$ cat src/rtl/dmr_defs.svh
`ifndef DMR_DEFS_SVH
`define DMR_DEFS_SVH
// register indices on the plain register port
`define DMR_OFS_LOOP_CTRL 3'h0
`define DMR_OFS_REF_CHG 3'h1
`define DMR_OFS_SOFT_DF 3'h2
`define DMR_OFS_BW_CTRL 3'h3
`define DMR_OFS_LOCK_RANGE 3'h4
`define DMR_OFS_CENTRE 3'h5
`define DMR_OFS_STATUS 3'h6
`define DMR_OFS_FREQ 3'h7
// loop control fields
`define DMR_BIT_IRM 0
`define DMR_BIT_SWE 3
`define DMR_BIT_SWF 4
`define DMR_BIT_SLV_EN 5
// reference change control fields
`define DMR_OPM_LSB 0
`define DMR_OPM_MSB 1
`define DMR_PMS_LSB 2
`define DMR_PMS_MSB 4
`define DMR_SEL_LSB 5
`define DMR_SEL_MSB 6
// bandwidth control fields
`define DMR_GAIN_LSB 0
`define DMR_GAIN_MSB 3
`define DMR_BIT_BYPASS 13
// preference modes
`define DMR_PMS_NONE 3'h0
`define DMR_PMS_PREF 3'h1
// reset values
`define DMR_RST_LOOP_CTRL 16'h0000
`define DMR_RST_REF_CHG 16'h0002
`define DMR_RST_SOFT_DF 16'h0000
`define DMR_RST_BW_CTRL 16'h0004
`define DMR_RST_LOCK_RANGE 14'h0100
`define DMR_RST_CENTRE 16'h1000
// timing
`define DMR_CLK_PERIOD_NS 10
`define DMR_HOLD_SAVE_NS 1000000
`define DMR_FRAME_TICKS 10'h3FF
`endif

$ cat src/rtl/dmr_pkg.sv
package dmr_pkg;
  typedef enum logic [1:0] {
    DMR_OPM_NORMAL = 2'h0,
    DMR_OPM_HOLD = 2'h1,
    DMR_OPM_AUTO = 2'h2,
    DMR_OPM_FREE = 2'h3
  } dmr_opmode_t;

  typedef enum logic [3:0] {
    DMR_ST_IDLE = 4'b0001,
    DMR_ST_TRACK = 4'b0010,
    DMR_ST_HOLD = 4'b0100,
    DMR_ST_FREE = 4'b1000
  } dmr_state_t;

  typedef struct packed {
    logic [2:0] addr;
    logic [15:0] wdata;
    logic wr;
    logic rd;
  } dmr_reg_req_t;

  typedef struct packed {
    logic [3:0] valid;
    logic signed [15:0] phase_err;
  } dmr_ref_status_t;
endpackage : dmr_pkg

$ cat src/rtl/dmr_loop_ctrl.sv
`timescale 1ns/1ps
`include "dmr_defs.svh"
// Summary of operation
// RULE1 - four references in, six clocks, five pulses
// RULE2 - software forces track, preference, holdover, freerun
// RULE3 - normal, holdover, auto, freerun plus internal reset
// RULE4 - normal mode tracks active reference, filtered
// RULE5 - holdover ignores references, keeps prior frequency
// RULE6 - periodic frequency save; restore older saved value
// RULE7 - holdover frequency stays at last valid value
// RULE8 - auto mode: machine chooses normal or holdover
// RULE9 - preference 000: round robin 0,1,2,3,0
// RULE10 - preference 001: primary and next as secondary
// RULE11 - host reprograms for other reference schemes
// RULE12 - freerun locks nothing, uses centre frequency
// RULE13 - freerun adds no error over oscillator
// RULE14 - host never mixes freerun with fast lock
// RULE15 - soft frequency mode only in freerun, bit 3
// RULE16 - bit 4 clear: glide to offset, slope limited; the code jumps instead when bandwidth control bit 13 is set
// RULE17 - bit 4 set: jump to offset after write
// RULE18 - offset ignored unless enabled and freerunning
// RULE19 - bit 0 holds loop in reset, clocks stop
// RULE20 - registers stay accessible and keep values
// RULE21 - locking range is programmable
// RULE22 - slave operation: loop off until enabled
// RULE23 - leaving reset restarts from held settings
module dmr_loop_ctrl #(
  parameter int P_HOLD_SAVE_CYC = `DMR_HOLD_SAVE_NS / `DMR_CLK_PERIOD_NS
) (
  input wire logic i_clk,
  input wire logic i_rst_n,
  input wire logic i_ce,
  input wire dmr_pkg::dmr_reg_req_t i_req,
  input wire dmr_pkg::dmr_ref_status_t i_ref,
  input wire logic i_slave_mode,
  output logic [15:0] o_rdata,
  output logic [5:0] o_clk_out,
  output logic [4:0] o_frame_pulse,
  output logic [1:0] o_active_ref,
  output logic o_holdover
);
  import dmr_pkg::*;

  logic [15:0] ctrl_reg;
  logic [15:0] refchg_reg;
  logic signed [15:0] sdf_reg;
  logic [15:0] bw_reg;
  logic [13:0] range_reg;
  logic [15:0] centre_reg;
  dmr_state_t st_reg, st_next;
  logic [1:0] act_reg, act_next;
  logic signed [15:0] freq_reg, hist0_reg, hist1_reg;
  logic [31:0] save_cnt_reg;
  logic [15:0] acc_reg;
  logic [9:0] fr_cnt_reg;
  logic [15:0] rdata_next;
  logic run, irm, soft_freq_enable, soft_freq_immediate, cand_ok;
  logic [1:0] cand, sel;
  logic [2:0] pms;
  dmr_opmode_t opm;
  logic signed [16:0] trk_sum, lim_hi, lim_lo;
  logic [16:0] acc_sum;

  assign irm = ctrl_reg[`DMR_BIT_IRM];
  assign soft_freq_enable = ctrl_reg[`DMR_BIT_SWE];
  assign soft_freq_immediate = ctrl_reg[`DMR_BIT_SWF];
  assign opm = dmr_opmode_t'(refchg_reg[`DMR_OPM_MSB:`DMR_OPM_LSB]);
  assign pms = refchg_reg[`DMR_PMS_MSB:`DMR_PMS_LSB];
  assign sel = refchg_reg[`DMR_SEL_MSB:`DMR_SEL_LSB];
  // loop runs unless held in reset; in slave operation only when enabled
  assign run = !irm && // see RULE19
    (!i_slave_mode || ctrl_reg[`DMR_BIT_SLV_EN]); // see RULE22

  // registers are never touched by the internal reset
  always_ff @(posedge i_clk) begin // see RULE20
    if (!i_rst_n) begin
      ctrl_reg <= `DMR_RST_LOOP_CTRL;
      refchg_reg <= `DMR_RST_REF_CHG;
      sdf_reg <= `DMR_RST_SOFT_DF;
      bw_reg <= `DMR_RST_BW_CTRL;
      range_reg <= `DMR_RST_LOCK_RANGE;
      centre_reg <= `DMR_RST_CENTRE;
    end else if (i_ce && i_req.wr) begin // see RULE2
      case (i_req.addr)
        `DMR_OFS_LOOP_CTRL: ctrl_reg <= i_req.wdata;
        `DMR_OFS_REF_CHG: refchg_reg <= i_req.wdata;
        `DMR_OFS_SOFT_DF: sdf_reg <= i_req.wdata;
        `DMR_OFS_BW_CTRL: bw_reg <= i_req.wdata;
        `DMR_OFS_LOCK_RANGE: range_reg <= i_req.wdata[13:0]; // see RULE21
        `DMR_OFS_CENTRE: centre_reg <= i_req.wdata;
        default: begin
        end
      endcase
    end
  end

  always_comb begin
    case (i_req.addr)
      `DMR_OFS_LOOP_CTRL: rdata_next = ctrl_reg;
      `DMR_OFS_REF_CHG: rdata_next = refchg_reg;
      `DMR_OFS_SOFT_DF: rdata_next = sdf_reg;
      `DMR_OFS_BW_CTRL: rdata_next = bw_reg;
      `DMR_OFS_LOCK_RANGE: rdata_next = {2'h0, range_reg};
      `DMR_OFS_CENTRE: rdata_next = centre_reg;
      `DMR_OFS_STATUS: rdata_next = {9'h000, run, st_reg, act_reg};
      default: rdata_next = freq_reg;
    endcase
  end

  always_ff @(posedge i_clk) begin
    if (!i_rst_n) begin
      o_rdata <= 16'h0000;
    end else if (i_ce) begin
      o_rdata <= i_req.rd ? rdata_next : 16'h0000;
    end
  end

  // reference candidate for automatic mode
  always_comb begin // see RULE8
    cand = act_reg;
    cand_ok = 1'b0;
    if (pms == `DMR_PMS_PREF) begin // see RULE10
      if (i_ref.valid[sel]) begin
        cand = sel;
        cand_ok = 1'b1;
      end else if (i_ref.valid[2'(sel + 2'h1)]) begin
        cand = 2'(sel + 2'h1);
        cand_ok = 1'b1;
      end
    end else if (i_ref.valid[act_reg]) begin
      cand_ok = 1'b1;
    end else begin
      for (int k = 3; k >= 1; k--) begin // see RULE9
        if (i_ref.valid[2'(act_reg + 2'(k))]) begin
          cand = 2'(act_reg + 2'(k));
          cand_ok = 1'b1;
        end
      end
    end
  end

  // mode machine; restarts from idle after internal reset
  always_comb begin // see RULE3 see RULE23
    act_next = act_reg;
    case (opm)
      DMR_OPM_NORMAL: begin
        st_next = DMR_ST_TRACK;
        act_next = sel;
      end
      DMR_OPM_HOLD: st_next = DMR_ST_HOLD;
      DMR_OPM_FREE: st_next = DMR_ST_FREE;
      default: begin
        st_next = cand_ok ? DMR_ST_TRACK : DMR_ST_HOLD;
        act_next = cand;
      end
    endcase
    case (st_reg)
      DMR_ST_IDLE, DMR_ST_TRACK, DMR_ST_HOLD, DMR_ST_FREE: begin
        if (!run) begin
          st_next = DMR_ST_IDLE;
        end
      end
      default: st_next = DMR_ST_IDLE;
    endcase
  end

  always_ff @(posedge i_clk) begin
    if (!i_rst_n) begin
      st_reg <= DMR_ST_IDLE;
      act_reg <= 2'h0;
    end else if (i_ce) begin
      st_reg <= st_next;
      act_reg <= act_next;
    end
  end

  // tracking step, clamped to the programmed locking range
  assign trk_sum = 17'(freq_reg) +
    17'(i_ref.phase_err >>> bw_reg[`DMR_GAIN_MSB:`DMR_GAIN_LSB]); // see RULE4
  assign lim_hi = 17'({3'h0, range_reg});
  assign lim_lo = -lim_hi;

  // loop frequency offset; internal reset only acts while enabled
  always_ff @(posedge i_clk) begin
    if (!i_rst_n || (i_ce && !run)) begin
      freq_reg <= 16'h0000;
    end else if (i_ce) begin
      case (st_next)
        DMR_ST_TRACK: begin
          if (trk_sum > lim_hi) begin // see RULE21
            freq_reg <= lim_hi[15:0];
          end else if (trk_sum < lim_lo) begin
            freq_reg <= lim_lo[15:0];
          end else begin
            freq_reg <= trk_sum[15:0];
          end
        end
        DMR_ST_HOLD: begin // see RULE5 see RULE7
          if (st_reg == DMR_ST_TRACK) begin
            freq_reg <= hist1_reg; // see RULE6
          end
        end
        DMR_ST_FREE: begin
          if (!soft_freq_enable) begin
            freq_reg <= 16'h0000; // see RULE12 see RULE13 see RULE18
          end else if (soft_freq_immediate || bw_reg[`DMR_BIT_BYPASS]) begin
            freq_reg <= sdf_reg; // see RULE15 see RULE17
          end else if (freq_reg < sdf_reg) begin
            freq_reg <= freq_reg + 16'sh0001; // see RULE16
          end else if (freq_reg > sdf_reg) begin
            freq_reg <= freq_reg - 16'sh0001;
          end
        end
        default: freq_reg <= 16'h0000;
      endcase
    end
  end

  // holdover memory: two saved values, the older one is restored
  always_ff @(posedge i_clk) begin // see RULE6
    if (!i_rst_n || (i_ce && !run)) begin
      save_cnt_reg <= 32'h0000_0000;
      hist0_reg <= 16'h0000;
      hist1_reg <= 16'h0000;
    end else if (i_ce && st_reg == DMR_ST_TRACK) begin
      if (save_cnt_reg >= 32'(P_HOLD_SAVE_CYC - 1)) begin
        save_cnt_reg <= 32'h0000_0000;
        hist0_reg <= freq_reg;
        hist1_reg <= hist0_reg;
      end else begin
        save_cnt_reg <= save_cnt_reg + 32'h0000_0001;
      end
    end
  end

  // oscillator: centre plus offset; clocks and pulses derived from it
  assign acc_sum = {1'b0, acc_reg} + {1'b0, centre_reg + freq_reg};

  always_ff @(posedge i_clk) begin // see RULE1
    if (!i_rst_n || (i_ce && !run)) begin
      acc_reg <= 16'h0000;
      fr_cnt_reg <= 10'h000;
    end else if (i_ce) begin
      acc_reg <= acc_sum[15:0];
      if (acc_sum[16]) begin
        fr_cnt_reg <= (fr_cnt_reg == `DMR_FRAME_TICKS) ? 10'h000 :
          fr_cnt_reg + 10'h001;
      end
    end
  end

  always_ff @(posedge i_clk) begin
    if (!i_rst_n) begin
      o_clk_out <= 6'h00;
      o_frame_pulse <= 5'h00;
      o_active_ref <= 2'h0;
      o_holdover <= 1'b0;
    end else if (i_ce) begin
      o_clk_out <= run ? acc_reg[15:10] : 6'h00; // see RULE19
      for (int i = 0; i < 5; i++) begin
        o_frame_pulse[i] <= run && (fr_cnt_reg <= 10'(i));
      end
      o_active_ref <= act_reg;
      o_holdover <= (st_reg == DMR_ST_HOLD);
    end
  end
endmodule : dmr_loop_ctrl

$ cat config.mk
export PLATFORM = sky130hd
export DESIGN_NAME = dmr_loop_ctrl
export DESIGN_NICKNAME = d
export VERILOG_FILES = /design/src/rtl/dmr_pkg.sv /design/src/rtl/dmr_loop_ctrl.sv
export VERILOG_INCLUDE_DIRS = /design/src /design/src/rtl
export SDC_FILE = /design/constraint.sdc
export NUM_CORES = 1
export LEC_CHECK = 0
export BUFFER_PORTS_ARGS = -buffer_cell sky130_fd_sc_hd__buf_4
export CELL_PAD_IN_SITES_DETAIL_PLACEMENT = 1
export CELL_PAD_IN_SITES_GLOBAL_PLACEMENT = 2
export CORE_UTILIZATION = 36
export CTS_BUF_LIST = sky130_fd_sc_hd__clkbuf_4
export CTS_CLUSTER_DIAMETER = 50
export CTS_CLUSTER_SIZE = 10
export DETAILED_ROUTE_END_ITERATION = 10
export GPL_TIMING_DRIVEN = 0
export PLACE_DENSITY = 0.89
export SLEW_MARGIN = 20
export SYNTH_ARGS = -nofsm -noshare
export SYNTH_HDL_FRONTEND = slang
export SYNTH_SLANG_ARGS = --single-unit
$ cat constraint.sdc
create_clock -name i_clk -period 8.1 [get_ports i_clk]
set_input_delay 0 -clock i_clk [delete_from_list [all_inputs] [get_ports i_clk]]
set_output_delay 0 -clock i_clk [all_outputs]
set_load 0.01 [all_outputs]
==> impl_metrics.yaml, run 1 <==
outcome:
  outcome: "completed"
grt:
  antenna_found_initial: 3
  grt_pass1_vias: 15954
  grt_max_degree: 16
  grt_use_total_pct: 27.5
  grt-ovfl-total: 0
  grt_pass1_wl_um: 93600
setup_path:
  critPathKind: "register to register"
  cp_slowest_cell: "clkbuf_1"
  end_kind: "register"
  crit_buf_inv: 3
  slowest_delay_ns: 0.59
  crit_fanout: 10
  cp_data_required_time_ns: 8.63
  worstPathArrival_ns: 8.03
  cp-start-kind: "register"
  crit_top_cell: "a21oi_1"
  crit_family: "compound AO/OA/AOI/OAI gates"
drt:
  vias: 15801
  drtPass1Iterations: 6
  drt_iter0_markers: 1087
  antenna_left: 0
  totalWireLength_um: 61700
  routedWlPerCell_um: 22.5
  drc: 0
  via_per_inst: 5.76
synth:
  synth_top_flop_cell: "dfxtp_1"
  synth_nets: 2160
  ys_seq_area_share_pct: 29.9
  synth_seq_cells: 236
  synth_area_leaders: "dfxtp_1 30%, ha_1 8.9%, nand2_1 7.4%"
  async_flop_share_pct: 0
  netlist.area_leader.share_pct: 29.9
  syn_area_per_cell_um2: 7.91
  synth_cells: 1998
  yosys_warnings: 0
  yosysMostFrequentCell: "nand2_1"
  synth_area_leader_cell: "dfxtp_1"
  synthTopCellsByCount: "312 x nand2_1, 236 x dfxtp_1, 193 x nor2_1"
  synth_cell_types: 82
  synth_edf_count: 0
  netlist_area_mm2: 0.0158
place:
  pre_cts_ws_ns: 0.654
  place.gp.congestion: 0.948
  dp_hpwl_um: 48100
  dp.cells: 2653
  io_buffers: 70
finish:
  finalNonFillerCells: 2744
  largest_reg_flops: 32
  final_net_count: 2301
  utilization_pct: 41.4
  syn2layout_area_growth_pct: 13.2
  drive_gt1_share_pct: 8.85
clock_network:
  cts.sink_count: 236
  root_buffer: "clkbuf_4"
  cts_made_buffers: 34
  h-tree-depth: 2
  clock_path_buffers: 3
  clkTransAtPathRegs_ns: 0.12
  clk_latency_ns: 0.69
  cts_tree: "yes"
  post_cts_buffers: 0
  cts_resized: 0
sta:
  maxSlewHeadroom_pct: 21.1
  post-route-period-util_pct: 92.7
  hold_viol_final: 0
  skew_ns: 0.0297
  rsz0062_at_grt: "no"
  max_freq_ghz: 0.133
  drv_slew: 0
  period_needed_ns: 7.50
  tightest_slew_ns: 1.18
  worst_slack_ns: 0.595
  setup-violations-final: 0
  fin_setup_tns_ns: 0
floorplan:
  die_y_um: 211
  rows: 76
  initial_core_util_pct: 36.6
  io_pins: 75
  core_area_mm2: 0.0432
  dieWidth_um: 211
  die_area_mm2: 0.0447
power:
  power.leakage_nw: 7.06
  ir_drop_uv: 96.5
  p_per_area_mw_per_mm2: 147
job:
  drv_cap: 0
worst_hold_path:
  hold_class: "primary input to register"
-- area by class of cell --
| type | count | area, um^2 |
|---|---|---|
| Antenna cell | 1 | 2.50 |
| Buffer | 98 | 392 |
| Clock buffer | 43 | 323 |
| Clock inverter | 12 | 146 |
| Fill cell | 5327 | 25300 |
| Inverter | 77 | 289 |
| Multi-Input combinational cell | 1587 | 10400 |
| Sequential cell | 236 | 4720 |
| Tap cell | 585 | 732 |
| Timing Repair Buffer | 105 | 876 |
-- where the power goes --
part	internal, mW	leakage (nW)	switching [mW]
Clock	0.351	0.264	0.461
Combinational	0.234	4.89	0.383
Sequential	1.18	1.91	0.0303
Total	1.76	7.06	0.874
-- timing repair --
item | in CTS | in global routing
hold buffers | 35 | 0
hold endpoints to repair | 107 | 0
endpoints found under the setup margin | 0 | 0
-- layout by cell type (no fill, tap or decap), drive strengths merged, types with 16 or more instances in the layout --
cell / count
and3: 23
nor2: 194
a21oi: 105
a31oi: 16
dlygate4sd3: 35
mux2i: 73
xnor2: 56
a211oi: 21
a21boi: 110
xor2: 32
nor3: 41
nor2b: 20
a21o: 20
buf: 83
inv: 76
clkbuf: 128
ha: 113
o22ai: 24
dfxtp: 236
and2: 26
o21ai: 110
nand2b: 28
nand3: 47
nand2: 312
-- worst paths after layout --
kind / slack, ns / startpoint / endpoint / cells after the start
max: 0.60 / bw_reg[1]$_SDFFE_PN0P_ / freq_reg[3]$_SDFFE_PP0P_ / 25
min: 0.08 / i_ref[17] / act_reg[0]$_SDFFE_PN0P_ / 5
max reg2reg: 0.60 / bw_reg[1]$_SDFFE_PN0P_ / freq_reg[3]$_SDFFE_PP0P_ / 25
min reg2reg: 0.47 / ctrl_reg[1]$_SDFFE_PN0P_ / ctrl_reg[1]$_SDFFE_PN0P_ / 2
-- tightest hold or removal path, stage by stage --
cell	delay, ns
buf_4	0.13
a31oi_1	0.16
a21oi_1	0.11
a21oi_1	0.20
o211a_1	0.15
-- through the flow --
step	power, mW	hold WS (ns)	cell area [um^2]
floorplan	1.62	0.124	15800
global placement	1.81	0.322	17100
detailed placement	1.83	0.327	17100
CTS	2.65	0.0113	17900
global route	2.76	0.0613	17900
finish	2.64	0.0813	17900
-- kinds of logic after synthesis --
kind of cell | share of synthesized area, %
AND/OR/NAND/NOR | 21.5
flip-flops | 29.9
adder cells (fa/ha/maj) | 9.46
AO/OA/AOI/OAI | 22.2
multiplexers | 7.76
XOR/XNOR | 4.88
buffers and inverters | 4.31
-- metal layers --
| metal | track usage, % | part of all wire (%) | up-vias |
|---|---|---|---|
| met2 | 45.1 | 45 | 491 |
| met4 | 11.8 | 4.6 | 0 |
| met5 | 0 | 0 | - |
| met1 | 36.0 | 44 | 7771 |
| met3 | 4.05 | 6.3 | 155 |
| li1 | - | - | 7384 |
Power figures use the tool's default switching activity.
==> run 2, diff against run 1 <==
Settings changed: CELL_PAD_IN_SITES_GLOBAL_PLACEMENT 2 to 1, PLACE_DENSITY 0.89 to 0.76, RECOVER_POWER set to 100, SKIP_CTS_REPAIR_TIMING set to 1.
==> run 2 against run 1 <==
Effect of this change: power grew 3.4%; the run now ends with hold timing left; sequential share of layout area up 0.19 points; critical path depth unchanged.
==> impl_metrics.yaml, run 2 (synthesized netlist as in run 1, its figures left out) <==
sta:
  max_freq_ghz: 0.133
  post-route-period-util_pct: 93.1
  drv_slew: 0
  period_needed_ns: 7.54
  rsz0062_at_grt: "no"
  tightest_slew_ns: 1.06
  setup-violations-final: 0
  skew_ns: 0.0723
  hold-worst-slack_ns: -0.0394
  fin_setup_tns_ns: 0
  hold_viol_final: 1
  worst_slack_ns: 0.558
  maxSlewHeadroom_pct: 28.7
drt:
  drtPass1Iterations: 5
  totalWireLength_um: 61000
  drt_iter0_markers: 995
  drc: 0
  vias: 15767
  via_per_inst: 5.76
  routedWlPerCell_um: 22.3
  antenna_left: 0
floorplan:
  io_pins: 75
  die_area_mm2: 0.0447
  core_area_mm2: 0.0432
  dieWidth_um: 211
  die_y_um: 211
  rows: 76
  initial_core_util_pct: 36.6
clock_network:
  h-tree-depth: 2
  clkTransAtPathRegs_ns: 0.11
  clock_path_buffers: 3
  root_buffer: "clkbuf_4"
  clk_latency_ns: 0.71
  cts_tree: "yes"
  cts.sink_count: 236
  cts_made_buffers: 35
setup_path:
  r2r_start: "bw_reg[1]$_SDFFE_PN0P_"
  cp_slowest_cell: "clkbuf_1"
  crit_fanout: 10
  crit_family: "compound AO/OA/AOI/OAI gates"
  worstReg2RegEnd: "freq_reg[3]$_SDFFE_PP0P_"
  worstPathArrival_ns: 8.11
  end_kind: "register"
  slowest_delay_ns: 0.59
  crit_top_cell: "a21oi_1"
  cp-start-kind: "register"
  rrSetupSlack_ns: 0.56
  cp_data_required_time_ns: 8.67
  crit_buf_inv: 3
  r2r_cells: 25
  critPathKind: "register to register"
finish:
  utilization_pct: 41.1
  seq_area_mm2: 0.00472
  syn2layout_area_growth_pct: 12.3
  mostFrequentLayoutCell: "nand2_1"
  final_cell_mix: "312 x nand2_1, 236 x dfxtp_1, 193 x nor2_1, 122 x clkbuf_1, 113 x ha_1"
  n_fill_cell: 5405
  final_net_count: 2294
  drive_gt1_share_pct: 7.21
  largest_reg_flops: 32
  final_area_mm2: 0.0177
  multiInputGateArea_mm2: 0.0104
place:
  place.gp.congestion: 0.969
  io_buffers: 70
  place_area_mm2: 0.0171
  pre_cts_ws_ns: 0.760
  dp_hpwl_um: 47200
grt:
  grt_use_total_pct: 27.1
  grt-ovfl-total: 0
  antenna_found_initial: 1
  grt_max_degree: 16
  grt_pass1_wl_um: 92500
  grt_pass1_vias: 15801
worst_hold_path:
  hold_class: "primary input to register"
  hold_path_depth: 6
  min_from: "i_ref[17]"
  whs_endpoint: "act_reg[0]$_SDFFE_PN0P_"
power:
  power.leakage_nw: 6.88
  p_per_area_mw_per_mm2: 154
  ir_drop_uv: 93.4
outcome:
  violations: "hold timing"
  outcome: "finished with violations"
job:
  drv_cap: 0
-- run 2: worst max path at each step --
stage | depth (start not counted) | slack, ns | from | to
detailed placement | 25 | 0.76 | bw_reg[1]$_SDFFE_PN0P_ | freq_reg[3]$_SDFFE_PP0P_
finish | 25 | 0.56 | bw_reg[1]$_SDFFE_PN0P_ | freq_reg[3]$_SDFFE_PP0P_
global placement | 25 | 0.86 | bw_reg[1]$_SDFFE_PN0P_ | freq_reg[3]$_SDFFE_PP0P_
floorplan | 25 | 2.38 | bw_reg[1]$_SDFFE_PN0P_ | freq_reg[8]$_SDFFE_PP0P_
CTS | 25 | 0.69 | bw_reg[1]$_SDFFE_PN0P_ | freq_reg[15]$_SDFFE_PP0P_
global route | 26 | 0.09 | bw_reg[0]$_SDFFE_PN0P_ | freq_reg[3]$_SDFFE_PP0P_
-- run 2: worst reg2reg max path, stage by stage (launching register included) --
cell and delay (ns):
dfxtp_1 0.34, clkbuf_1 0.59, mux2_2 0.43, nor2_1 0.09
a21oi_1 0.08, mux2_1 0.35, nand2_1 0.07, o21ai_0 0.08
ha_1 0.23, fa_1 0.41, a21oi_1 0.22, o211a_1 0.28
o21a_1 0.22, a21oi_1 0.09, o31ai_1 0.47, inv_1 0.16
ha_1 0.34, a21o_1 0.18, a2111o_1 0.45, a2111oi_0 0.52
o21ai_1 0.44, nand2_1 0.35, clkbuf_1 0.52, nand4_1 0.17
a21oi_1 0.20, o22ai_1 0.11
-- run 2: layout make-up --
type / count / area share, %
clock inverters: 17 / 1.40
plain buffers: 98 / 2.21
repair buffers: 97 / 3.83
flip-flops and latches: 236 / 26.6
well taps: 585 / 4.12
diodes: 1 / 0.0141
inverters: 77 / 1.63
multi-input cells: 1587 / 58.5
clock buffers: 39 / 1.65
-- run 2: per-stage QoR --
stage / total power, mW / hold WS, ns / instances
detailed placement: 1.83 / 0.332 / 2653
floorplan: 1.62 / 0.124 / 1998
global route: 2.84 / 0.0408 / 2737
global placement: 1.81 / 0.319 / 2653
finish: 2.73 / -0.0394 / 2737
CTS: 2.73 / -0.429 / 2709
-- run 2: where the power goes --
part | internal (mW) | leakage, nW | total, mW | switching [mW]
Sequential | 1.18 | 1.91 | 1.21 | 0.0297
Combinational | 0.228 | 4.69 | 0.608 | 0.381
Clock | 0.431 | 0.284 | 0.912 | 0.481
-- run 2: routing by layer --
layer  up-vias  wire [um]  GRT usage [%]
li1       7382          -              -
met1      7758      26400           35.1
met2       480      28500           45.0
met3       147       3470           3.53
met4         0       2710           11.3
met5         -          0              0
